$ cat config.mk
export PLATFORM = sky130hd
export DESIGN_NAME = gtmr_top
export DESIGN_NICKNAME = d
export VERILOG_FILES = /design/src/verilog/gtmr_pkg.sv /design/src/verilog/gtmr_chan_if.sv /design/src/verilog/gtmr_top.sv /design/src/verilog/gtmr_cmp_chan.sv
export SDC_FILE = /design/constraint.sdc
export NUM_CORES = 1
export LEC_CHECK = 0
export BUFFER_PORTS_ARGS = -buffer_cell sky130_fd_sc_hd__buf_2
export CORE_MARGIN = 4
export CORE_UTILIZATION = 60
export DETAILED_ROUTE_END_ITERATION = 7
export HOLD_SLACK_MARGIN = 0.1
export PLACE_DENSITY = 0.8
export SLEW_MARGIN = 20
export SYNTH_ARGS = -nofsm -noshare
export SYNTH_HDL_FRONTEND = slang
export SYNTH_SLANG_ARGS = --single-unit
$ cat constraint.sdc
create_clock -name clock_in -period 4 [get_ports clock_in]
set_clock_uncertainty 0.15 [all_clocks]
set_input_delay 0.2 -clock clock_in [delete_from_list [all_inputs] [get_ports clock_in]]
set_output_delay 0.2 -clock clock_in [all_outputs]
set_load 0.01 [all_outputs]
$ cat src/verilog/gtmr_pkg.sv
// package: constants of the general timer register and counter logic
//
// Function
// - update_lock high skips the buffer transfer; low lets it happen.
// - count_direction low counts up, high counts down; software may write it.
// - writing 1 at the valid clear address clears that buffer-valid flag.
// - writing 1 at the valid set address sets it; both read alike.
// - compare_buffer write sets its valid flag; transfer clears it.
// - period_buffer write sets period_buffer_valid; transfer clears it.
// - event action 0 steps on rising edges, action 1 on both edges.
// - event action 2 steps on prescaled ticks while the event is high.
// - event action 3 steps on ticks, up when event low, down when high.
// - event input drives counting only while event_count_enable is set.
// - enable bits 4 to 6 pass compare flags to interrupt requests.
// - enable bit 0 passes the overflow flag to its request.
// - counter reaching compare_value by a count step sets that channel's compare flag.
// - compare flag holds until software writes 1 to it.
// - overflow flag sets at top or bottom as waveform_mode selects.
// - overflow flag holds until software writes 1 to bit 0.
// - debug halt stops timer and events unless run_in_break is set.
// - one shared temporary byte serves all wide registers, also direct.
// - counter_value low byte at base, high byte at base plus one.
// - software counter write wins over a same-cycle hardware count.
// - waveform_mode picks top and whether transfer is at top or bottom.
// - buffer transfer loads every compare_value from its compare_buffer.
package gtmr_pkg;
   localparam int unsigned NCH = 3;
   localparam int unsigned CW = 16;
   // register indices; byte address is four times the index
   localparam logic [5:0] IX_CTRLA = 6'h00;
   localparam logic [5:0] IX_CTRLE = 6'h04;
   localparam logic [5:0] IX_BVCLR = 6'h06;
   localparam logic [5:0] IX_BVSET = 6'h07;
   localparam logic [5:0] IX_EVENT = 6'h09;
   localparam logic [5:0] IX_INTEN = 6'h0a;
   localparam logic [5:0] IX_FLAGS = 6'h0b;
   localparam logic [5:0] IX_DBG = 6'h0e;
   localparam logic [5:0] IX_TEMP = 6'h0f;
   localparam logic [5:0] IX_CNT = 6'h20;
   localparam logic [5:0] IX_PER = 6'h26;
   localparam logic [5:0] IX_CMP = 6'h28;
   localparam logic [5:0] IX_PER_BUF = 6'h36;
   localparam logic [5:0] IX_CMPBUF = 6'h38;
   localparam logic [5:0] IX_WIDE_MASK = 6'h3e;
   // field positions
   localparam int unsigned B_EN = 0;
   localparam int unsigned B_WGM = 1;
   localparam int unsigned B_DIR = 0;
   localparam int unsigned B_LOCK = 1;
   localparam int unsigned B_PER_VALID = 0;
   localparam int unsigned B_CMPBV = 1;
   localparam int unsigned B_EV_EN = 0;
   localparam int unsigned B_ACTION = 1;
   localparam int unsigned B_OVERFLOW = 0;
   localparam int unsigned B_CMPF = 4;
   localparam int unsigned B_RUN_BREAK = 0;
   // reset values and count step
   localparam logic [15:0] PER_RST = 16'hffff;
   localparam logic [15:0] WIDE_RST = 16'h0000;
   localparam logic [15:0] CNT_ONE = 16'h0001;
   // waveform_mode codes
   localparam logic [2:0] WG_NORMAL = 3'h0;
   localparam logic [2:0] WG_FRQ = 3'h1;
   localparam logic [2:0] WG_SINGLE = 3'h3;
   localparam logic [2:0] WG_DSTOP = 3'h5;
   localparam logic [2:0] WG_DSBOTH = 3'h6;
   localparam logic [2:0] WG_DSBOTTOM = 3'h7;
   // event_action codes
   localparam logic [1:0] ACT_RISING = 2'h0;
   localparam logic [1:0] ACT_BOTH = 2'h1;
   localparam logic [1:0] ACT_GATED = 2'h2;
   localparam logic [1:0] ACT_UPDOWN = 2'h3;
endpackage : gtmr_pkg

$ cat src/verilog/gtmr_chan_if.sv
// interface: signals between the timer core and one compare channel
`timescale 1ns/10ps
interface gtmr_chan_if;
   logic buf_wr;
   logic [15:0] buf_data;
   logic xfer;
   logic bv_set;
   logic bv_clr;
   logic [15:0] cnt;
   logic step;
   logic bv;
   logic hit;
   logic [15:0] value;
   logic [15:0] buffer;
   modport ctl (output buf_wr, buf_data, xfer, bv_set, bv_clr, cnt, step,
      input bv, hit, value, buffer);
   modport chan (input buf_wr, buf_data, xfer, bv_set, bv_clr, cnt, step,
      output bv, hit, value, buffer);
endinterface : gtmr_chan_if

$ cat src/verilog/gtmr_top.sv
// general timer: apb registers, 16-bit counter, events and flags
`timescale 1ns/10ps
module gtmr_top
(
   input wire logic clock_in,
   input wire logic reset_n_in,
   input wire logic clk_en_in,
   input wire logic psel_in,
   input wire logic penable_in,
   input wire logic pwrite_in,
   input wire logic [7:0] paddr_in,
   input wire logic [31:0] pwdata_in,
   output logic [31:0] prdata_out,
   output logic pready_out,
   output logic pslverr_out,
   input wire logic event_in,
   input wire logic tick_in,
   input wire logic debug_halt_in,
   output logic ovf_irq_out,
   output logic [gtmr_pkg::NCH-1:0] cmp_irq_out
);
   import gtmr_pkg::*;

   // ----------------------------------------
   // state
   // ----------------------------------------
   logic en_r;
   logic [2:0] wgm_r;
   logic lock_r;
   logic dir_r;
   logic ev_en_r;
   logic [1:0] action_r;
   logic ovf_ie_r;
   logic [NCH-1:0] cmp_ie_r;
   logic ovf_f_r;
   logic [NCH-1:0] cmp_f_r;
   logic dbg_r;
   logic [7:0] temp_r;
   logic [15:0] cnt_r;
   logic [15:0] per_r;
   logic [15:0] per_buf_r;
   logic per_valid_r;
   logic ev_q_r;
   logic upd_q_r;
   logic got_r;
   logic [31:0] prdata_r;

   logic [5:0] idx;
   logic [5:0] base;
   logic [7:0] wb;
   logic [15:0] wval;
   logic wr;
   logic lo_wr;
   logic hi_wr;
   logic rd_cap;
   logic wide;
   logic map_ok;
   logic [15:0] rd_w;
   logic [7:0] rd_b;
   logic [NCH-1:0] cmp_bv;
   logic [NCH-1:0] cmp_hit;
   logic [15:0] cmp_val [NCH];
   logic [15:0] cmp_buf [NCH];

   logic run;
   logic step;
   logic down;
   logic dual;
   logic [15:0] top;
   logic [15:0] cnt_nxt;
   logic dir_nxt;
   logic top_ev;
   logic bot_ev;
   logic ovf_ev;
   logic upd_ev;
   logic xfer;
   logic cnt_wr;

   // ----------------------------------------
   // apb decode
   // ----------------------------------------
   assign idx = paddr_in[7:2];
   assign base = idx & IX_WIDE_MASK;
   assign wb = pwdata_in[7:0];
   assign wval = {temp_r, wb};
   assign wide = (base == IX_CNT) || (base == IX_PER)
      || (base == IX_PER_BUF)
      || (base >= IX_CMP && base < IX_CMP + 6'(2 * NCH))
      || (base >= IX_CMPBUF && base < IX_CMPBUF + 6'(2 * NCH));
   // no wait state: read data is caught once, before pready
   assign pready_out = psel_in && penable_in && got_r && clk_en_in;
   assign pslverr_out = pready_out && !map_ok;
   assign wr = pready_out && pwrite_in && map_ok;
   assign lo_wr = wr && wide && !idx[0];
   assign hi_wr = wr && wide && idx[0];
   assign rd_cap = clk_en_in && psel_in && !got_r;
   assign cnt_wr = lo_wr && (base == IX_CNT);
   assign prdata_out = prdata_r;

   always_ff @(posedge clock_in or negedge reset_n_in)
   begin
      if (!reset_n_in)
      begin
         got_r <= 1'b0;
      end
      else if (clk_en_in)
      begin
         got_r <= psel_in && !pready_out;
      end
   end

   // ----------------------------------------
   // read mux
   // ----------------------------------------
   always_comb
   begin
      rd_w = WIDE_RST;
      if (base == IX_CNT)
         rd_w = cnt_r;
      else if (base == IX_PER)
         rd_w = per_r;
      else if (base == IX_PER_BUF)
         rd_w = per_buf_r;
      for (int i = 0; i < NCH; i++)
      begin
         if (base == IX_CMP + 6'(2 * i))
            rd_w = cmp_val[i];
         if (base == IX_CMPBUF + 6'(2 * i))
            rd_w = cmp_buf[i];
      end
   end

   always_comb
   begin
      map_ok = 1'b1;
      rd_b = 8'h00;
      unique case (idx)
         IX_CTRLA: rd_b = {4'h0, wgm_r, en_r};
         IX_CTRLE: rd_b = {6'h00, lock_r, dir_r};
         IX_BVCLR, IX_BVSET: rd_b = {4'h0, cmp_bv, per_valid_r};
         IX_EVENT: rd_b = {5'h00, action_r, ev_en_r};
         IX_INTEN: rd_b = {1'b0, cmp_ie_r, 3'h0, ovf_ie_r};
         IX_FLAGS: rd_b = {1'b0, cmp_f_r, 3'h0, ovf_f_r};
         IX_DBG: rd_b = {7'h00, dbg_r};
         IX_TEMP: rd_b = temp_r;
         default:
         begin
            map_ok = wide;
            // high byte comes from the latched copy
            rd_b = !wide ? 8'h00 : (idx[0] ? temp_r : rd_w[7:0]);
         end
      endcase
   end

   always_ff @(posedge clock_in or negedge reset_n_in)
   begin
      if (!reset_n_in)
      begin
         prdata_r <= 32'h0000_0000;
      end
      else if (rd_cap && !pwrite_in)
      begin
         prdata_r <= {24'h00_0000, rd_b};
      end
   end

   // ----------------------------------------
   // shared temporary byte
   // ----------------------------------------
   // one byte shared by all wide registers
   always_ff @(posedge clock_in or negedge reset_n_in)
   begin
      if (!reset_n_in)
      begin
         temp_r <= 8'h00;
      end
      else if (clk_en_in)
      begin
         if (hi_wr || (wr && idx == IX_TEMP))
            temp_r <= wb;
         else if (rd_cap && !pwrite_in && wide && !idx[0])
            temp_r <= rd_w[15:8];
      end
   end

   // ----------------------------------------
   // control registers
   // ----------------------------------------
   always_ff @(posedge clock_in or negedge reset_n_in)
   begin
      if (!reset_n_in)
      begin
         en_r <= 1'b0;
         wgm_r <= WG_NORMAL;
         lock_r <= 1'b0;
         ev_en_r <= 1'b0;
         action_r <= ACT_RISING;
         ovf_ie_r <= 1'b0;
         cmp_ie_r <= '0;
         dbg_r <= 1'b0;
      end
      else if (clk_en_in && wr)
      begin
         if (idx == IX_CTRLA)
         begin
            en_r <= wb[B_EN];
            wgm_r <= wb[B_WGM +: 3];
         end
         if (idx == IX_CTRLE)
            lock_r <= wb[B_LOCK];
         if (idx == IX_EVENT)
         begin
            ev_en_r <= wb[B_EV_EN];
            action_r <= wb[B_ACTION +: 2];
         end
         if (idx == IX_INTEN)
         begin
            ovf_ie_r <= wb[B_OVERFLOW];
            cmp_ie_r <= wb[B_CMPF +: NCH];
         end
         if (idx == IX_DBG)
            dbg_r <= wb[B_RUN_BREAK];
      end
   end

   // hardware drives direction, a software write overrides
   always_ff @(posedge clock_in or negedge reset_n_in)
   begin
      if (!reset_n_in)
         dir_r <= 1'b0;
      else if (clk_en_in)
         dir_r <= (wr && idx == IX_CTRLE) ? wb[B_DIR] : dir_nxt;
   end

   // ----------------------------------------
   // counting
   // ----------------------------------------
   // break halts the timer and ignores events
   assign run = en_r && (dbg_r || !debug_halt_in);
   assign dual = (wgm_r == WG_DSTOP) || (wgm_r == WG_DSBOTH)
      || (wgm_r == WG_DSBOTTOM);
   // frequency mode takes top from channel 0
   assign top = (wgm_r == WG_FRQ) ? cmp_val[0] : per_r;

   always_comb
   begin
      step = 1'b0;
      down = dir_r;
      // event drives counting only when enabled
      if (ev_en_r)
      begin
         unique case (action_r)
            ACT_RISING: step = event_in && !ev_q_r;
            ACT_BOTH: step = event_in ^ ev_q_r;
            ACT_GATED: step = tick_in && event_in;
            ACT_UPDOWN:
            begin
               step = tick_in;
               down = event_in;
            end
         endcase
      end
      else
         step = tick_in;
      step = step && run;
   end

   // next count, direction and top/bottom events
   always_comb
   begin
      cnt_nxt = cnt_r;
      dir_nxt = down;
      top_ev = 1'b0;
      bot_ev = 1'b0;
      if (step)
      begin
         if (down)
         begin
            cnt_nxt = cnt_r - CNT_ONE;
            if (cnt_r == WIDE_RST)
            begin
               bot_ev = 1'b1;
               top_ev = !dual;
               cnt_nxt = dual ? CNT_ONE : top;
               dir_nxt = !dual;
            end
         end
         else
         begin
            cnt_nxt = cnt_r + CNT_ONE;
            if (cnt_r == top)
            begin
               top_ev = 1'b1;
               bot_ev = !dual;
               cnt_nxt = dual ? cnt_r - CNT_ONE : WIDE_RST;
               dir_nxt = dual;
            end
         end
      end
   end

   always_comb
   begin
      ovf_ev = 1'b0;
      upd_ev = 1'b0;
      case (wgm_r)
         WG_NORMAL, WG_FRQ:
         begin
            ovf_ev = top_ev;
            upd_ev = top_ev;
         end
         WG_SINGLE, WG_DSBOTTOM:
         begin
            ovf_ev = bot_ev;
            upd_ev = bot_ev;
         end
         WG_DSTOP:
         begin
            ovf_ev = top_ev;
            upd_ev = bot_ev;
         end
         WG_DSBOTH:
         begin
            ovf_ev = top_ev || bot_ev;
            upd_ev = bot_ev;
         end
         default:
         begin
            ovf_ev = 1'b0;
            upd_ev = 1'b0;
         end
      endcase
   end

   assign xfer = upd_ev && !lock_r;

   // software write beats the hardware count
   always_ff @(posedge clock_in or negedge reset_n_in)
   begin
      if (!reset_n_in)
      begin
         cnt_r <= WIDE_RST;
         ev_q_r <= 1'b0;
         upd_q_r <= 1'b0;
      end
      else if (clk_en_in)
      begin
         cnt_r <= cnt_wr ? wval : cnt_nxt;
         ev_q_r <= event_in;
         upd_q_r <= step && !cnt_wr;
      end
   end

   // ----------------------------------------
   // period and its buffer
   // ----------------------------------------
   always_ff @(posedge clock_in or negedge reset_n_in)
   begin
      if (!reset_n_in)
      begin
         per_r <= PER_RST;
         per_buf_r <= PER_RST;
      end
      else if (clk_en_in)
      begin
         if (lo_wr && base == IX_PER)
            per_r <= wval;
         else if (xfer)
            per_r <= per_buf_r;
         if (lo_wr && base == IX_PER_BUF)
            per_buf_r <= wval;
      end
   end

   // a fresh buffer write wins over clears
   always_ff @(posedge clock_in or negedge reset_n_in)
   begin
      if (!reset_n_in)
         per_valid_r <= 1'b0;
      else if (clk_en_in)
      begin
         if ((lo_wr && base == IX_PER_BUF)
            || (wr && idx == IX_BVSET && wb[B_PER_VALID]))
            per_valid_r <= 1'b1;
         else if (xfer || (wr && idx == IX_BVCLR && wb[B_PER_VALID]))
            per_valid_r <= 1'b0;
      end
   end

   // ----------------------------------------
   // compare channels
   // ----------------------------------------
   gtmr_chan_if chi [NCH] ();

   for (genvar g = 0; g < NCH; g++)
   begin : g_ch
      assign chi[g].buf_wr = lo_wr && (base == IX_CMPBUF + 6'(2 * g));
      assign chi[g].buf_data = wval;
      assign chi[g].xfer = xfer;
      assign chi[g].bv_set = wr && idx == IX_BVSET && wb[B_CMPBV + g];
      assign chi[g].bv_clr = wr && idx == IX_BVCLR && wb[B_CMPBV + g];
      assign chi[g].cnt = cnt_r;
      assign chi[g].step = upd_q_r;
      assign cmp_bv[g] = chi[g].bv;
      assign cmp_hit[g] = chi[g].hit;
      assign cmp_val[g] = chi[g].value;
      assign cmp_buf[g] = chi[g].buffer;
      gtmr_cmp_chan u_ch (
         .clock_in(clock_in),
         .reset_n_in(reset_n_in),
         .clk_en_in(clk_en_in),
         .ch(chi[g])
      );
   end

   // ----------------------------------------
   // flags and requests
   // ----------------------------------------
   // sticky, set beats clear
   always_ff @(posedge clock_in or negedge reset_n_in)
   begin
      if (!reset_n_in)
      begin
         ovf_f_r <= 1'b0;
         cmp_f_r <= '0;
      end
      else if (clk_en_in)
      begin
         ovf_f_r <= ovf_ev
            || (ovf_f_r && !(wr && idx == IX_FLAGS && wb[B_OVERFLOW]));
         cmp_f_r <= cmp_hit | (cmp_f_r
            & ~((wr && idx == IX_FLAGS) ? wb[B_CMPF +: NCH] : '0));
      end
   end

   assign ovf_irq_out = ovf_f_r && ovf_ie_r;
   assign cmp_irq_out = cmp_f_r & cmp_ie_r;
endmodule : gtmr_top

$ cat src/verilog/gtmr_cmp_chan.sv
// one compare channel: buffer, working value, valid flag, match
`timescale 1ns/10ps
module gtmr_cmp_chan
(
   input wire logic clock_in,
   input wire logic reset_n_in,
   input wire logic clk_en_in,
   gtmr_chan_if.chan ch
);
   import gtmr_pkg::*;

   logic [15:0] buf_r;
   logic [15:0] val_r;
   logic bv_r;

   always_ff @(posedge clock_in or negedge reset_n_in)
   begin
      if (!reset_n_in)
      begin
         buf_r <= WIDE_RST;
      end
      else if (clk_en_in && ch.buf_wr)
      begin
         buf_r <= ch.buf_data;
      end
   end

   always_ff @(posedge clock_in or negedge reset_n_in)
   begin
      if (!reset_n_in)
      begin
         val_r <= WIDE_RST;
      end
      else if (clk_en_in && ch.xfer)
      begin
         val_r <= buf_r;
      end
   end

   // new buffer write wins over any clear
   always_ff @(posedge clock_in or negedge reset_n_in)
   begin
      if (!reset_n_in)
      begin
         bv_r <= 1'b0;
      end
      else if (clk_en_in)
      begin
         if (ch.buf_wr || ch.bv_set)
         begin
            bv_r <= 1'b1;
         end
         else if (ch.xfer || ch.bv_clr)
         begin
            bv_r <= 1'b0;
         end
      end
   end

   assign ch.bv = bv_r;
   assign ch.value = val_r;
   assign ch.buffer = buf_r;
   assign ch.hit = ch.step && (ch.cnt == val_r);
endmodule : gtmr_cmp_chan

* Word-level counts from Yosys, hierarchy flattened
Cells that the tools add are included.
** Storage, ports and cells
- Flip-flop bits (word level) :: 185
- Output and inout port bits :: 38
- Logic and storage cells :: 234
** Operators by class
- Add/sub/neg operators :: 2
- Magnitude comparators :: 4
- Eq/ne operators :: 29
- Muxes and demuxes :: 53
- Bitwise operators :: 5
- Reductions and logical operators :: 112
** Operators by type and width (number)
- $mux 16 :: 19
- $eq 16x16->1 :: 4
- $pmux 8 s8 :: 1
- $logic_and 1x1->1 :: 53
- $eq 5x5->1 const B :: 9
- $mux 8 :: 4
- $eq 6x4->1 const B :: 5
- $reduce_and 2->1 :: 13
- $mux 1 :: 25
- $eq 6x3->1 const B :: 3
- $logic_or 1x1->1 :: 18
- $add 16x1->16 const B :: 1
- $logic_not 16->1 :: 1
- $sub 16x1->16 const B :: 1
- $reduce_bool 2->1 :: 7
- $ge 6x6->1 const B :: 2
- $lt 6x6->1 const B :: 2
- $logic_not 1->1 :: 11
- $eq 3x3->1 const B :: 3
- $reduce_or 9->1 :: 1
- $and 3x3->3 :: 2
- $logic_not 6->1 :: 1
- $reduce_or 2->1 :: 3
- $eq 2x2->1 const B :: 2
- other kinds (14) :: 14

* Logic depth before layout (Yosys ltp)
- Word-level depth :: 13
- Gate-level depth with buffers :: 11
- Depth with buffers taken out :: 9

* Modules after synthesis
Synthesis repeated with hierarchy kept, for this count alone.
** Unflattened totals
- Cells, all modules :: 1172
- Area, all modules :: 11532.3 um^2
** By module, submodules not included
- gtmr_top :: instances 1, cells each 887, area each 7309.5 um^2, sequential area each 2192.1 um^2
- gtmr_cmp_chan :: instances 3, cells each 95, area each 1407.6 um^2, sequential area each 825.8 um^2

* Least setup slack after synthesis
No wires, ideal clock.
- Kind :: reg-to-reg
- Start :: reg wgm_r[2]
- End :: reg g_ch[2].u_ch.val_r[10]
- Arrival :: 3.036 ns
- Required time :: 3.725 ns
- Slack :: 0.689 ns
- Cell stages (with the launch flop) :: 11
- Clock period less this slack :: 3.311 ns
- Path through :: dfrtp_1 buf_6 or3b_1 buf_6 a2111oi_4 a22oi_2 a221oi_2 nand4_2 a2111oi_4 buf_6 mux2_2
** Between the ends
- Longest elaborated chain between the ends :: 10
- Elaborated cells on any way between the ends :: 23
- Classes of those cells :: eq/ne (6); mux (9); reduce/logical (8)
** Ends and longest elaborated chain
- start: declaration :: RTL line gtmr_top.sv:28 : logic [2:0] wgm_r;
- start signal: assignment :: RTL line gtmr_top.sv:207 : wgm_r <= wb[B_WGM +: 3];
- branches (longest 7 deep; another with $mux 16)
- $pmux 1 s2 * :: RTL line gtmr_top.sv:306 : case (wgm_r)
- $logic_and 1x1->1 * :: RTL line gtmr_top.sv:335 : assign xfer = upd_ev && !lock_r;
- $logic_and 1x1->1 * :: RTL line gtmr_cmp_chan.sv:34 : else if (clk_en_in && ch.xfer)
- end signal: assignment :: RTL line gtmr_cmp_chan.sv:36 : val_r <= buf_r;
- end: declaration :: RTL line gtmr_cmp_chan.sv:13 : logic [15:0] val_r;
Mark *: on every way between the ends.
A chain may end at the register's enable or synchronous reset.

* Worst setup path in the final report
- Start :: reg wgm_r[1]
- End :: reg g_ch[1].u_ch.val_r[1]
** Between the ends
- Longest elaborated chain between the ends :: 10
- Elaborated cells on any way between the ends :: 23
- Classes of those cells :: eq/ne (6); mux (9); reduce/logical (8)
** Ends and longest elaborated chain (RTL line)
- branches (longest 7 deep; another with $mux 16)
- $pmux 1 s2 * :: gtmr_top.sv:306
- $logic_and 1x1->1 * :: gtmr_top.sv:335
- $logic_and 1x1->1 * :: gtmr_cmp_chan.sv:34
- end signal: assignment :: gtmr_cmp_chan.sv:36
- end: declaration :: gtmr_cmp_chan.sv:13
Marks and branches as above.

==> metrics.cfg <==
[status]
status=finished clean

[timing]
final.period_utilization=0.930
hold_violations=0
tightest_slew_ns=1.13
clock.fmax_mhz=269
layout_min_cycle_time_ns=3.72
maxSlewHeadroom=0.248
slew_violations=0
tns_ns=0
whs_ns=0.175
setup_viol=0
rsz0062_at_grt=false

[cells_and_area]
fill_cells=1417
stdcell_count=1452
syn2layout_area_growth_pct=10.3
final_net_count=1256
fin_area_um2=12600
layout-drive-gt1-share=0.239

[power_and_ir_drop]
pwr-share-comb=0.084
vdd_ir_drop_max_mv=0.302
p_sw_frac=0.288
internal-power_mw=2.95
p_sw_mw=1.19
leakage_nw=5.60
clkPwrFrac=0.443
seqPwrFrac=0.473
powerDensity_nw_per_um2=329
power_mw=4.14

[flow_run]
maxCapViolations=0

[route]
vias_per_cell=6.85
firstDrtPassIters=6
vias=9948
wire_per_inst_um=24.7
drt-total-wl_um=35800
drc=0
ant_nets=0
drt-initial-drc-count=1590

[floorplanning]
row_count=50
coreArea_um2=18700
die_h_um=146
die-area_um2=21300
ioPinCount=87
start_util=0.610
die_w_um=146

[clock_tree]
cts.htree.levels=4
cts_made_buffers=17
cts.path.max_buffers=2
cts_tree=yes
worstSkewPairLatency_ns=0.45
cts-root-buf=clkbuf_16
cts_post_setup_buffers_inserted=0
cts.sinks=185
clk_pin_slew_ns=0.08

[hold_path]
worst_hold_path_type=in -> reg

[worst_setup_path]
reg2reg_setup_slack_ns=0.28
end_kind=register
start_kind=register
critPathArrivalTime_ns=3.90
path_class=reg -> reg
crit_fanout=70
cp.required_ns=4.19

[logic_synthesis]
syn_area_um2=11400
ys_ff_latch=185
synth_async_sr_flop_share=1.00
synth_seq_area_share=0.409
synth_top_cell_by_area=dfrtp_1
synth_edf_count=0
avgSynthCellArea_um2=9.66
synth_cells=1182
synth.distinct_cells=72
yosysTopAreaCellShare=0.335
yosysWarnings=0
synth_flop_cell=dfrtp_1
synthTopCellsByArea=dfrtp_1, mux2_2, dfstp_2

[grt]
grt_overflow=0
grt_pass1_wl_um=55800
grt_pass1_vias=9508
antenna_found_initial=1
grt_max_degree=97
track_usage=0.338

[placed_design]
hpwl_um=24800
dpl.cell_count=1403
placed_area_um2=11800
portBuffers=36
gp_congestion=0.967

[critical path, cell delays in order, from the launching register on]
cell and delay, ns:
dfrtp_1 0.47, or3b_1 0.62, a2111oi_4 0.34, a22oi_2 0.16, a221oi_2 0.35, nand4_2 0.23, a2111oi_4 0.45, buf_12 0.39
mux2_2 0.39
[per-stage QoR]
stage	util	setup WS, ns
2_1_floorplan	-	0.689
3_3_place_gp	0.629	0.369
3_5_place_dp	0.629	0.321
4_1_cts	0.673	0.305
5_1_grt	0.673	0.119
6_report	0.673	0.280
[power by group through the flow]
stage,Sequential (mW),Clock (mW),Combinational [mW]
6_report,1.96,1.84,0.349
3_3_place_gp,1.99,0,0.321
4_1_cts,1.96,1.84,0.341
2_1_floorplan,1.97,0,0.202
3_5_place_dp,1.99,0,0.326
5_1_grt,1.96,1.93,0.379
[timing repair]
item / 4_1_cts / 5_1_grt
setup endpoints to repair: 0 / 0
endpoints found under the hold margin: 140 / 0
resized for setup: 0 / 0
hold buffers: 16 / 0
[synth_stat cells, types with 10 or more instances]
cell      number
dfstp_2       32
nor4_1        13
nand2_1      117
clkbuf_1      68
and3_1        13
a31oi_1       15
nor2_1        69
dfrtp_1      153
and2_1        11
nor2b_1       10
or3_1         14
o21ai_1       16
a221oi_1      16
xnor2_1       33
a221o_1       13
buf_4         24
a22oi_1       36
nor3_1        15
xor2_1        43
nand4_1       16
nand3_1       21
inv_1         24
mux2i_1       38
o21ai_0       52
mux2_2       129
a21oi_1       65
buf_1         14
[per-layer routing]
layer | global-route usage | part of all wire
met1 | 0.459 | 0.38
met2 | 0.506 | 0.45
met3 | 0.107 | 0.13
met4 | 0.131 | 0.035
met5 | 0 | 0.0014
[layout make-up]
class	count	area, um2	area share
multi-input cells	878	6160	0.490
flip-flops and latches	185	4670	0.371
repair buffers	97	712	0.0566
clock buffers	17	425	0.0338
well taps	234	293	0.0233
clock inverters	15	228	0.0181
inverters	25	93.8	0.00745
diodes	1	2.50	0.000199
[logic make-up after synthesis]
| kind of cell | Yosys count | synth area share |
|---|---|---|
| buf+inv | 142 | 0.0607 |
| other cells | 1 | 0.000328 |
| xor+xnor | 76 | 0.0583 |
| fa+ha+maj | 3 | 0.00329 |
| compound gates | 283 | 0.171 |
| mux | 167 | 0.161 |
| flops | 185 | 0.409 |
| simple gates | 325 | 0.137 |
[layout by cell type (no fill, tap or decap), drive strengths merged, types with 17 or more instances in the layout]
cell and n:
a221oi 17, mux2i 38, nand2 117, nor2 69, dfrtp 153, a21oi 65, xor2 43, a22oi 37
inv 32, o21ai 68, conb 24, mux2 129, buf 80, xnor2 33, nand3 21, nand4 17
clkbuf 18, dfstp 32
[flip-flops by register name (all words and copies together), names as in the netlist, 2 cells and up]
register	flops
cmp_f_r	3
g_ch.u_ch.ch.buffer	48
per_buf_r	16
cmp_ie_r	3
chi.cnt	16
temp_r	8
g_ch.u_ch.ch.bv	3
prdata_out	8
g_ch.u_ch.ch.value	48
action_r	2
per_r	16
wgm_r	3
[worst paths after layout]
| check | startpoint | end | depth (start not counted) |
|---|---|---|---|
| hold / removal | tick_in | dir_r$_DFFE_PN0P_ | 5 |
| setup / recovery | wgm_r[1]$_DFFE_PN0P_ | g_ch[1].u_ch.ch.value[1]$_DFFE_PN0P_ | 8 |
| max in group asynchronous | reset_n_in | per_r[9]$_DFFE_PN1P_ | 3 |
| setup reg to reg | wgm_r[1]$_DFFE_PN0P_ | g_ch[1].u_ch.ch.value[1]$_DFFE_PN0P_ | 8 |
| hold reg to reg | prdata_out[1]$_DFFE_PN0P_ | prdata_out[1]$_DFFE_PN0P_ | 1 |
| min in group asynchronous | reset_n_in | ev_q_r$_DFFE_PN0P_ | 2 |
Power figures use the tool's default switching activity.
